[config.mk]
export PLATFORM = sky130hd
export DESIGN_NAME = rx_status_ctl
export DESIGN_NICKNAME = d
export VERILOG_FILES = /design/src/hw/rx_status_pkg.sv /design/src/hw/modem_watch.sv /design/src/hw/rx_status_ctl.sv
export VERILOG_INCLUDE_DIRS = /design/src /design/src/hw
export SDC_FILE = /design/constraint.sdc
export NUM_CORES = 1
export LEC_CHECK = 0
export BUFFER_PORTS_ARGS = -buffer_cell sky130_fd_sc_hd__buf_2
export CAP_MARGIN = 20
export CORE_UTILIZATION = 43
export DETAILED_ROUTE_END_ITERATION = 7
export GPL_TIMING_DRIVEN = 0
export PLACE_DENSITY = 0.73
export SLEW_MARGIN = 15
export SYNTH_ARGS = -nofsm -noshare
export SYNTH_HDL_FRONTEND = slang
export SYNTH_SLANG_ARGS = --single-unit
[constraint.sdc]
create_clock -name aclk -period 1.52 [get_ports aclk]
set_clock_uncertainty 0.15 [all_clocks]
set_input_delay 0.228 -clock aclk [delete_from_list [all_inputs] [get_ports aclk]]
set_output_delay 0.228 -clock aclk [all_outputs]
set_load 0.05 [all_outputs]
[src/hw/rx_status_defs.svh]
// Offsets, bit positions and reset values of the receiver status block
`ifndef RX_STATUS_DEFS_SVH
`define RX_STATUS_DEFS_SVH

`define OFF_RSC 4'h0
`define OFF_RECEIVE_BUFFER 4'h4
`define OFF_IRQ_STS 4'h8
`define OFF_IRQ_MASK 4'hc

`define B_MODEM_CHG 15
`define B_RING 14
`define B_CTS 13
`define B_CARRIER 12
`define B_BUSY 11
`define B_SEC_RX 10
`define B_RX_DONE 7
`define B_RX_IE 6
`define B_MODEM_IE 5
`define B_SEC_TX 3
`define B_RTS 2
`define B_DTR 1
`define B_TAPE 0

`define IRQ_RX 0
`define IRQ_MODEM 1

`define RST_IRQ2 2'h0
`define RST_BYTE 8'h00

`endif

[src/hw/rx_status_pkg.sv]
// Types shared by the receiver status block
package rx_status_pkg;

    typedef struct packed {
        logic carrier;
        logic cts;
        logic ring;
        logic sec_rx;
    } modem_lines_t;

    typedef enum logic [1:0] {
        RESP_OKAY = 2'b00,
        RESP_SLVERR = 2'b10
    } resp_t;

    typedef enum logic [2:0] {
        SEL_RSC = 3'b000,
        SEL_RECEIVE_BUFFER = 3'b001,
        SEL_IRQ_STS = 3'b010,
        SEL_IRQ_MASK = 3'b011,
        SEL_NONE = 3'b100
    } reg_sel_t;

endpackage : rx_status_pkg

[src/hw/modem_watch.sv]
// Registers the modem lines and flags any change of interest
`timescale 1ns/1ps
`include "rx_status_defs.svh"

module modem_watch (
    input wire logic aclk,
    input wire logic aresetn,
    input wire rx_status_pkg::modem_lines_t lines_in,
    output rx_status_pkg::modem_lines_t lines_q,
    output logic change_q
);
    rx_status_pkg::modem_lines_t prev_q;
    logic change_d;

    // Both edges of the three levels count; ring only when it comes on
    assign change_d = (lines_q.carrier ^ prev_q.carrier)
                    | (lines_q.cts ^ prev_q.cts)
                    | (lines_q.sec_rx ^ prev_q.sec_rx)
                    | (lines_q.ring & ~prev_q.ring);

    always_ff @(posedge aclk) begin
        if (!aresetn) begin
            lines_q <= '0;
            prev_q <= '0;
            change_q <= 1'b0;
        end else begin
            lines_q <= lines_in;
            prev_q <= lines_q;
            change_q <= change_d;
        end
    end

endmodule : modem_watch

[src/hw/rx_status_ctl.sv]
// Receiver status and modem control register with AXI4-Lite access
// Function
// - clear-to-send status bit follows modem input
// - carrier bit reads one while carrier present
// - busy sets at start centre, clears later
// - reverse receive reads one at space
// - receive complete sets when character assembled
// - receive interrupt when complete and enabled
// - complete cleared by buffer access, advance, clear
// - modem interrupt when change flag and enabled
// - reverse transmit bit drives space level
// - request bit drives strap-selected modem lead
// - terminal ready survives bus clear pulse
// - tape advance write pulses reader, clears complete
// - tape advance clears at start bit middle
// - modem line changes set change flag; ring sets it only when it comes on
// - status read or bus clear drops flag
// - unused and write-only bits read zero
//
// The address map and the AXI4-Lite register port were left to the implementer.
`timescale 1ns/1ps
`include "rx_status_defs.svh"

module rx_status_ctl (
    input wire logic aclk,
    input wire logic aresetn,
    input wire logic [3:0] awaddr,
    input wire logic awvalid,
    output logic awready,
    input wire logic [31:0] wdata,
    input wire logic [3:0] wstrb,
    input wire logic wvalid,
    output logic wready,
    output logic [1:0] bresp,
    output logic bvalid,
    input wire logic bready,
    input wire logic [3:0] araddr,
    input wire logic arvalid,
    output logic arready,
    output logic [31:0] rdata,
    output logic [1:0] rresp,
    output logic rvalid,
    input wire logic rready,
    input wire logic bus_clear_pulse,
    input wire logic rx_start_mid,
    input wire logic rx_char_done,
    input wire logic [7:0] rx_char,
    input wire rx_status_pkg::modem_lines_t modem_in,
    input wire logic force_busy_strap,
    output logic request_send_out,
    output logic force_busy_out,
    output logic terminal_ready_out,
    output logic reverse_tx_space,
    output logic reader_advance,
    output logic rx_irq_req,
    output logic modem_irq_req,
    output logic irq
);
    function automatic rx_status_pkg::reg_sel_t decode(input logic [3:0] a);
        case (a)
            `OFF_RSC: decode = rx_status_pkg::SEL_RSC;
            `OFF_RECEIVE_BUFFER: decode = rx_status_pkg::SEL_RECEIVE_BUFFER;
            `OFF_IRQ_STS: decode = rx_status_pkg::SEL_IRQ_STS;
            `OFF_IRQ_MASK: decode = rx_status_pkg::SEL_IRQ_MASK;
            default: decode = rx_status_pkg::SEL_NONE;
        endcase
    endfunction : decode

    rx_status_pkg::modem_lines_t lines_q;
    logic change_q;

    modem_watch u_watch (
        .aclk(aclk),
        .aresetn(aresetn),
        .lines_in(modem_in),
        .lines_q(lines_q),
        .change_q(change_q)
    );

    logic aw_held_q, w_held_q;
    logic [3:0] awaddr_q;
    logic [7:0] wbyte_q;
    logic wlane_q;
    logic busy_q, sec_rx_q, done_q, done_prev_q, mchg_q;
    logic rx_ie_q, modem_ie_q, sec_tx_q, rts_q, dtr_q, tape_q;
    logic [7:0] receive_buffer_q;
    logic [1:0] irq_sts_q, irq_mask_q;
    logic strap_q, strap_taken_q;

    // Write path: address and data may come in either order
    logic aw_take, w_take, wr_go, rd_go;
    logic aw_held_d, w_held_d, bvalid_d, rvalid_d;
    assign aw_take = awvalid & awready;
    assign w_take = wvalid & wready;
    assign wr_go = aw_held_q & w_held_q & ~bvalid;
    assign aw_held_d = (aw_held_q & ~wr_go) | aw_take;
    assign w_held_d = (w_held_q & ~wr_go) | w_take;
    assign bvalid_d = wr_go | (bvalid & ~bready);
    assign rd_go = arvalid & arready;
    assign rvalid_d = rd_go | (rvalid & ~rready);

    rx_status_pkg::reg_sel_t wsel, rsel;
    assign wsel = decode(awaddr_q);
    assign rsel = decode(araddr);

    logic wr_en, wr_rsc, wr_sts, wr_mask;
    assign wr_en = wr_go & wlane_q;
    assign wr_rsc = wr_en & (wsel == rx_status_pkg::SEL_RSC);
    assign wr_sts = wr_en & (wsel == rx_status_pkg::SEL_IRQ_STS);
    assign wr_mask = wr_en & (wsel == rx_status_pkg::SEL_IRQ_MASK);

    logic rd_rsc, buf_touch, tape_set;
    assign rd_rsc = rd_go & (rsel == rx_status_pkg::SEL_RSC);
    // A write to the buffer is refused but still counts as addressing it
    assign buf_touch = (rd_go & (rsel == rx_status_pkg::SEL_RECEIVE_BUFFER))
                     | (wr_go & (wsel == rx_status_pkg::SEL_RECEIVE_BUFFER));
    assign tape_set = wr_rsc & wbyte_q[`B_TAPE];

    // Flag next values; a hardware set always beats a clear
    logic done_d, busy_d, mchg_d, tape_d, done_rise;
    logic [1:0] sts_set, sts_d;
    assign done_d = rx_char_done
                  | (done_q & ~(buf_touch | tape_set | bus_clear_pulse));
    assign done_rise = done_q & ~done_prev_q;
    assign busy_d = rx_start_mid
                  | (busy_q & ~(done_rise | bus_clear_pulse));
    assign mchg_d = change_q | (mchg_q & ~(rd_rsc | bus_clear_pulse));
    // Software raising the advance beats the start-bit clear
    assign tape_d = tape_set
                  | (tape_q & ~(rx_start_mid | bus_clear_pulse));
    assign sts_set = {change_q, rx_char_done};
    assign sts_d = sts_set | (irq_sts_q & ~(wr_sts ? wbyte_q[1:0] : 2'h0));

    logic [15:0] rsc_view;
    assign rsc_view = {mchg_q, lines_q.ring, lines_q.cts, lines_q.carrier,
                       busy_q, sec_rx_q, 2'h0, done_q, rx_ie_q, modem_ie_q,
                       1'b0, sec_tx_q, rts_q, dtr_q, 1'b0};

    logic [31:0] rd_word;
    always_comb begin
        case (rsel)
            rx_status_pkg::SEL_RSC: rd_word = {16'h0000, rsc_view};
            rx_status_pkg::SEL_RECEIVE_BUFFER: rd_word = {24'h000000, receive_buffer_q};
            rx_status_pkg::SEL_IRQ_STS: rd_word = {30'h0, irq_sts_q};
            rx_status_pkg::SEL_IRQ_MASK: rd_word = {30'h0, irq_mask_q};
            default: rd_word = 32'h00000000;
        endcase
    end

    logic wr_bad;
    assign wr_bad = (wsel == rx_status_pkg::SEL_NONE) | (wsel == rx_status_pkg::SEL_RECEIVE_BUFFER);

    always_ff @(posedge aclk) begin
        if (!aresetn) begin
            aw_held_q <= 1'b0;
            w_held_q <= 1'b0;
            awaddr_q <= 4'h0;
            wbyte_q <= `RST_BYTE;
            wlane_q <= 1'b0;
            awready <= 1'b1;
            wready <= 1'b1;
            bvalid <= 1'b0;
            bresp <= rx_status_pkg::RESP_OKAY;
        end else begin
            aw_held_q <= aw_held_d;
            w_held_q <= w_held_d;
            awready <= ~aw_held_d & ~bvalid_d;
            wready <= ~w_held_d & ~bvalid_d;
            bvalid <= bvalid_d;
            if (aw_take) begin
                awaddr_q <= awaddr;
            end
            if (w_take) begin
                wbyte_q <= wdata[7:0];
                wlane_q <= wstrb[0];
            end
            if (wr_go) begin
                bresp <= wr_bad ? rx_status_pkg::RESP_SLVERR : rx_status_pkg::RESP_OKAY;
            end
        end
    end

    always_ff @(posedge aclk) begin
        if (!aresetn) begin
            arready <= 1'b1;
            rvalid <= 1'b0;
            rdata <= 32'h00000000;
            rresp <= rx_status_pkg::RESP_OKAY;
        end else begin
            arready <= ~rvalid_d;
            rvalid <= rvalid_d;
            if (rd_go) begin
                rdata <= rd_word;
                rresp <= (rsel == rx_status_pkg::SEL_NONE) ?
                         rx_status_pkg::RESP_SLVERR : rx_status_pkg::RESP_OKAY;
            end
        end
    end

    // Status flags and the receive buffer
    always_ff @(posedge aclk) begin
        if (!aresetn) begin
            done_q <= 1'b0;
            done_prev_q <= 1'b0;
            busy_q <= 1'b0;
            mchg_q <= 1'b0;
            tape_q <= 1'b0;
            sec_rx_q <= 1'b0;
            receive_buffer_q <= `RST_BYTE;
            irq_sts_q <= `RST_IRQ2;
        end else begin
            done_q <= done_d;
            done_prev_q <= done_q;
            busy_q <= busy_d;
            mchg_q <= mchg_d;
            tape_q <= tape_d;
            sec_rx_q <= lines_q.sec_rx & ~bus_clear_pulse;
            irq_sts_q <= sts_d;
            if (rx_char_done) begin
                receive_buffer_q <= rx_char;
            end
        end
    end

    // Control bits; terminal ready ignores the bus clear pulse
    always_ff @(posedge aclk) begin
        if (!aresetn) begin
            rx_ie_q <= 1'b0;
            modem_ie_q <= 1'b0;
            sec_tx_q <= 1'b0;
            rts_q <= 1'b0;
            dtr_q <= 1'b0;
            irq_mask_q <= `RST_IRQ2;
        end else begin
            if (wr_rsc) begin
                rx_ie_q <= wbyte_q[`B_RX_IE];
                modem_ie_q <= wbyte_q[`B_MODEM_IE];
                sec_tx_q <= wbyte_q[`B_SEC_TX];
                rts_q <= wbyte_q[`B_RTS];
                dtr_q <= wbyte_q[`B_DTR];
            end else if (bus_clear_pulse) begin
                rx_ie_q <= 1'b0;
                modem_ie_q <= 1'b0;
                sec_tx_q <= 1'b0;
                rts_q <= 1'b0;
            end
            if (wr_mask) begin
                irq_mask_q <= wbyte_q[1:0];
            end
        end
    end

    // Strap is caught once, on the first edge after reset release
    always_ff @(posedge aclk) begin
        if (!aresetn) begin
            strap_q <= 1'b0;
            strap_taken_q <= 1'b0;
        end else if (!strap_taken_q) begin
            strap_q <= force_busy_strap;
            strap_taken_q <= 1'b1;
        end
    end

    // Pin and request outputs, one cycle behind the flags
    always_ff @(posedge aclk) begin
        if (!aresetn) begin
            request_send_out <= 1'b0;
            force_busy_out <= 1'b0;
            terminal_ready_out <= 1'b0;
            reverse_tx_space <= 1'b0;
            reader_advance <= 1'b0;
            rx_irq_req <= 1'b0;
            modem_irq_req <= 1'b0;
            irq <= 1'b0;
        end else begin
            request_send_out <= rts_q & ~strap_q;
            force_busy_out <= rts_q & strap_q;
            terminal_ready_out <= dtr_q;
            reverse_tx_space <= sec_tx_q;
            reader_advance <= tape_q;
            rx_irq_req <= done_q & rx_ie_q;
            modem_irq_req <= mchg_q & modem_ie_q;
            irq <= |(irq_sts_q & irq_mask_q);
        end
    end
endmodule : rx_status_ctl

==> results.tsv <==
metric	value	unit
wl_per_cell	13.5	um
synth.avg_cell_area	9.49	um^2
grt.total_usage	20.1	%
hold_start	wdata[3]	
place.gp.congestion	0.804	
crit_type	flip-flop to flip-flop	
diodes	0	
arrival	1650	ps
rr_endpoint	sec_tx_q	
yosys.area_share.xor_xnor	0.888	%
yosys-mux-area-fraction	4.18	%
fin_util	60.5	%
coreArea	6490	um^2
syn_area	2960	um^2
min_to	wbyte_q[3]	
outcome	finished with violations	
root_buffer	clkbuf_8	
layout_common_cells	dfxtp_1, buf_2, a21oi_1	
cts.sinks	76	
synth_cells	312	
die_w	85.0	um
cts_buffer_depth	2	
cp_max_fo	7	
setup.worst_path.start_class	flip-flop	
violations	DRC, setup timing	
cp_data_required_time	1600	ps
rsz0062_at_grt	yes	
drive_above_1_share	28.1	%
worstReg2RegStart	bvalid	
power_leakage	0.00172	uW
cts_buffers	9	
portBuffers	65	
clock_latency	340	ps
drcViolationCount	8	
post-route-period-util	104	%
seq_area_frac_synth	51.4	%
rr_worst_depth	4	
grt_overflow	0	
setup_viol	6	
ys_warn_count	0	
grt_max_degree	14	
finalWorstSetupSlack	-54.7	ps
crit_path_end_kind	flip-flop	
synth_top_family_by_area	simple AND/OR/NAND/NOR gates	
synth_compound_area_share	13.2	%
min_path_type	input pin to flip-flop	
min_path_cells	3	
grt_pass1_wl	11.2	mm
via_count	2590	
max-cap-violations	0	
drtIter0Drc	112	
die_area	7220	um^2
period_needed	1570	ps
vias_per_cell	5.04	
wl	6.96	mm
pin_count	116	
clock.fmax	0.635	GHz
grt_pass1_vias	2433	
area_growth	32.8	%
synthSimpleGateAreaFrac	21.4	%
htreeDepth	3	
peakVddDrop	588	uV
final_common_cell	dfxtp_1	
die_h	85.0	um
dp.final_hpwl	5.06	mm
slew_viol_final	0	
clkSlewWorstSetupHoldPaths	70	ps
worst_pin_slew	679	ps
slew_headroom	54.7	%
tritoncts	built	
start_util	45.6	%
num_rows	29	
hold_slack	0.688	ps
antenna_found_initial	0	
r2r_slack	-50	ps
powerDensity	1080	nW/um^2
ys_types	42	
ys_ff_latch	76	
synthAdderAreaFrac	0	%
fin_nets	499	
ant_nets	0	
hold_viol	0	
first_pass_iters	8	
Yosys cell counts:
library cell | instances | area [um^2]
a211oi_1 | 1 | 7.51
a21oi_1 | 34 | 170
a22oi_1 | 7 | 52.6
a311oi_1 | 1 | 8.76
a31o_2 | 2 | 17.5
a31oi_1 | 2 | 12.5
a32o_1 | 1 | 10.0
and2_1 | 13 | 81.3
and3_1 | 3 | 18.8
and3b_1 | 2 | 17.5
and4_1 | 2 | 17.5
and4bb_1 | 1 | 12.5
and4bb_2 | 1 | 12.5
buf_4 | 21 | 158
buf_6 | 1 | 11.3
clkbuf_1 | 11 | 41.3
clkbuf_2 | 1 | 5.00
clkbuf_8 | 1 | 13.8
conb_1 | 1 | 3.75
dfxtp_1 | 76 | 1520
inv_1 | 7 | 26.3
inv_2 | 1 | 3.75
mux2_2 | 1 | 11.3
mux2i_1 | 9 | 90.1
mux4_2 | 1 | 22.5
nand2_1 | 25 | 93.8
nand2b_1 | 3 | 18.8
nand3_1 | 32 | 160
nand4_1 | 1 | 6.26
nand4b_1 | 1 | 8.76
nand4bb_4 | 1 | 27.5
nor2_1 | 18 | 67.6
nor2b_1 | 1 | 6.26
nor3b_1 | 2 | 15.0
nor4_2 | 1 | 12.5
nor4b_4 | 2 | 47.6
o211ai_1 | 4 | 30.0
o21a_1 | 1 | 7.51
o21ai_0 | 15 | 75.1
or4b_1 | 1 | 10.0
xnor2_1 | 2 | 17.5
xor2_1 | 1 | 8.76
flip-flops by register name (all words and copies together), names as in the netlist, 2 cells and up:
register          count
irq_sts_q             2
rdata                14
awaddr_q              4
receive_buffer_q      8
u_watch.prev_q        4
u_watch.lines_q       4
irq_mask_q            2
wbyte_q               6
worst max path at each step:
stage,from,to
after floorplan,bvalid,modem_ie_q
after global placement,aresetn,irq
after detailed placement,aresetn,awaddr_q[3]
after CTS,awaddr_q[0],sec_tx_q
after global routing,bvalid,sec_tx_q
final,bvalid,sec_tx_q
power by group:
part / internal [uW] / switching, uW
logic: 231 / 364
clock network: 805 / 721
registers: 2070 / 66.5
final cells by class:
cell class / instances / area [um^2]
fill: 588 / 2560
sequential: 76 / 1530
tap: 77 / 96.3
clock inverter: 5 / 61.3
buffer: 35 / 235
multi-input combinational: 212 / 1260
clock buffer: 11 / 141
timing repair buffer: 90 / 573
inverter: 8 / 30.0
per-layer routing:
metal	up-vias	track usage (%)	part of all wire [%]
li1	1287	-	-
met2	75	36.0	51
met4	0	5.08	0.76
met3	7	6.03	4.6
met5	-	0	0
met1	1221	23.4	44
stage by stage:
stage                     TNS, ps  worst slack [ps]  total power (uW)  cell area [um^2]  cells
final                        -133             -54.7              4260              3930    514
after global routing         -389             -89.6              4440              3930    514
after CTS                    -124             -28.9              4280              3910    513
after detailed placement    -5810              -192              2720              3460    473
after global placement      -5690              -188              2710              3460    473
after floorplan                 0              18.5              2570              3040    331
worst max-delay path: stages, from the launching register on:
cell and delay [ps]:
dfxtp_4 360, or4b_4 530, buf_6 150, o211ai_1 190, a21oi_1 90
cell families after synthesis:
family | Yosys count
flops | 76
simple gates | 110
buf+inv | 43
mux | 11
xor+xnor | 3
compound gates | 68
other cells | 1
repair_timing:
| action | 4_1_cts | 5_1_grt |
|---|---|---|
| hold buffers | 24 | 0 |
| buffers inserted | 0 | 1 |
| hold endpoints to repair | 25 | 0 |
| endpoints found under the setup margin | 8 | 9 |
| resized for setup | 3 | 6 |
| pin swaps | 0 | 3 |
Note: power is estimated with default switching activity, not from simulation.
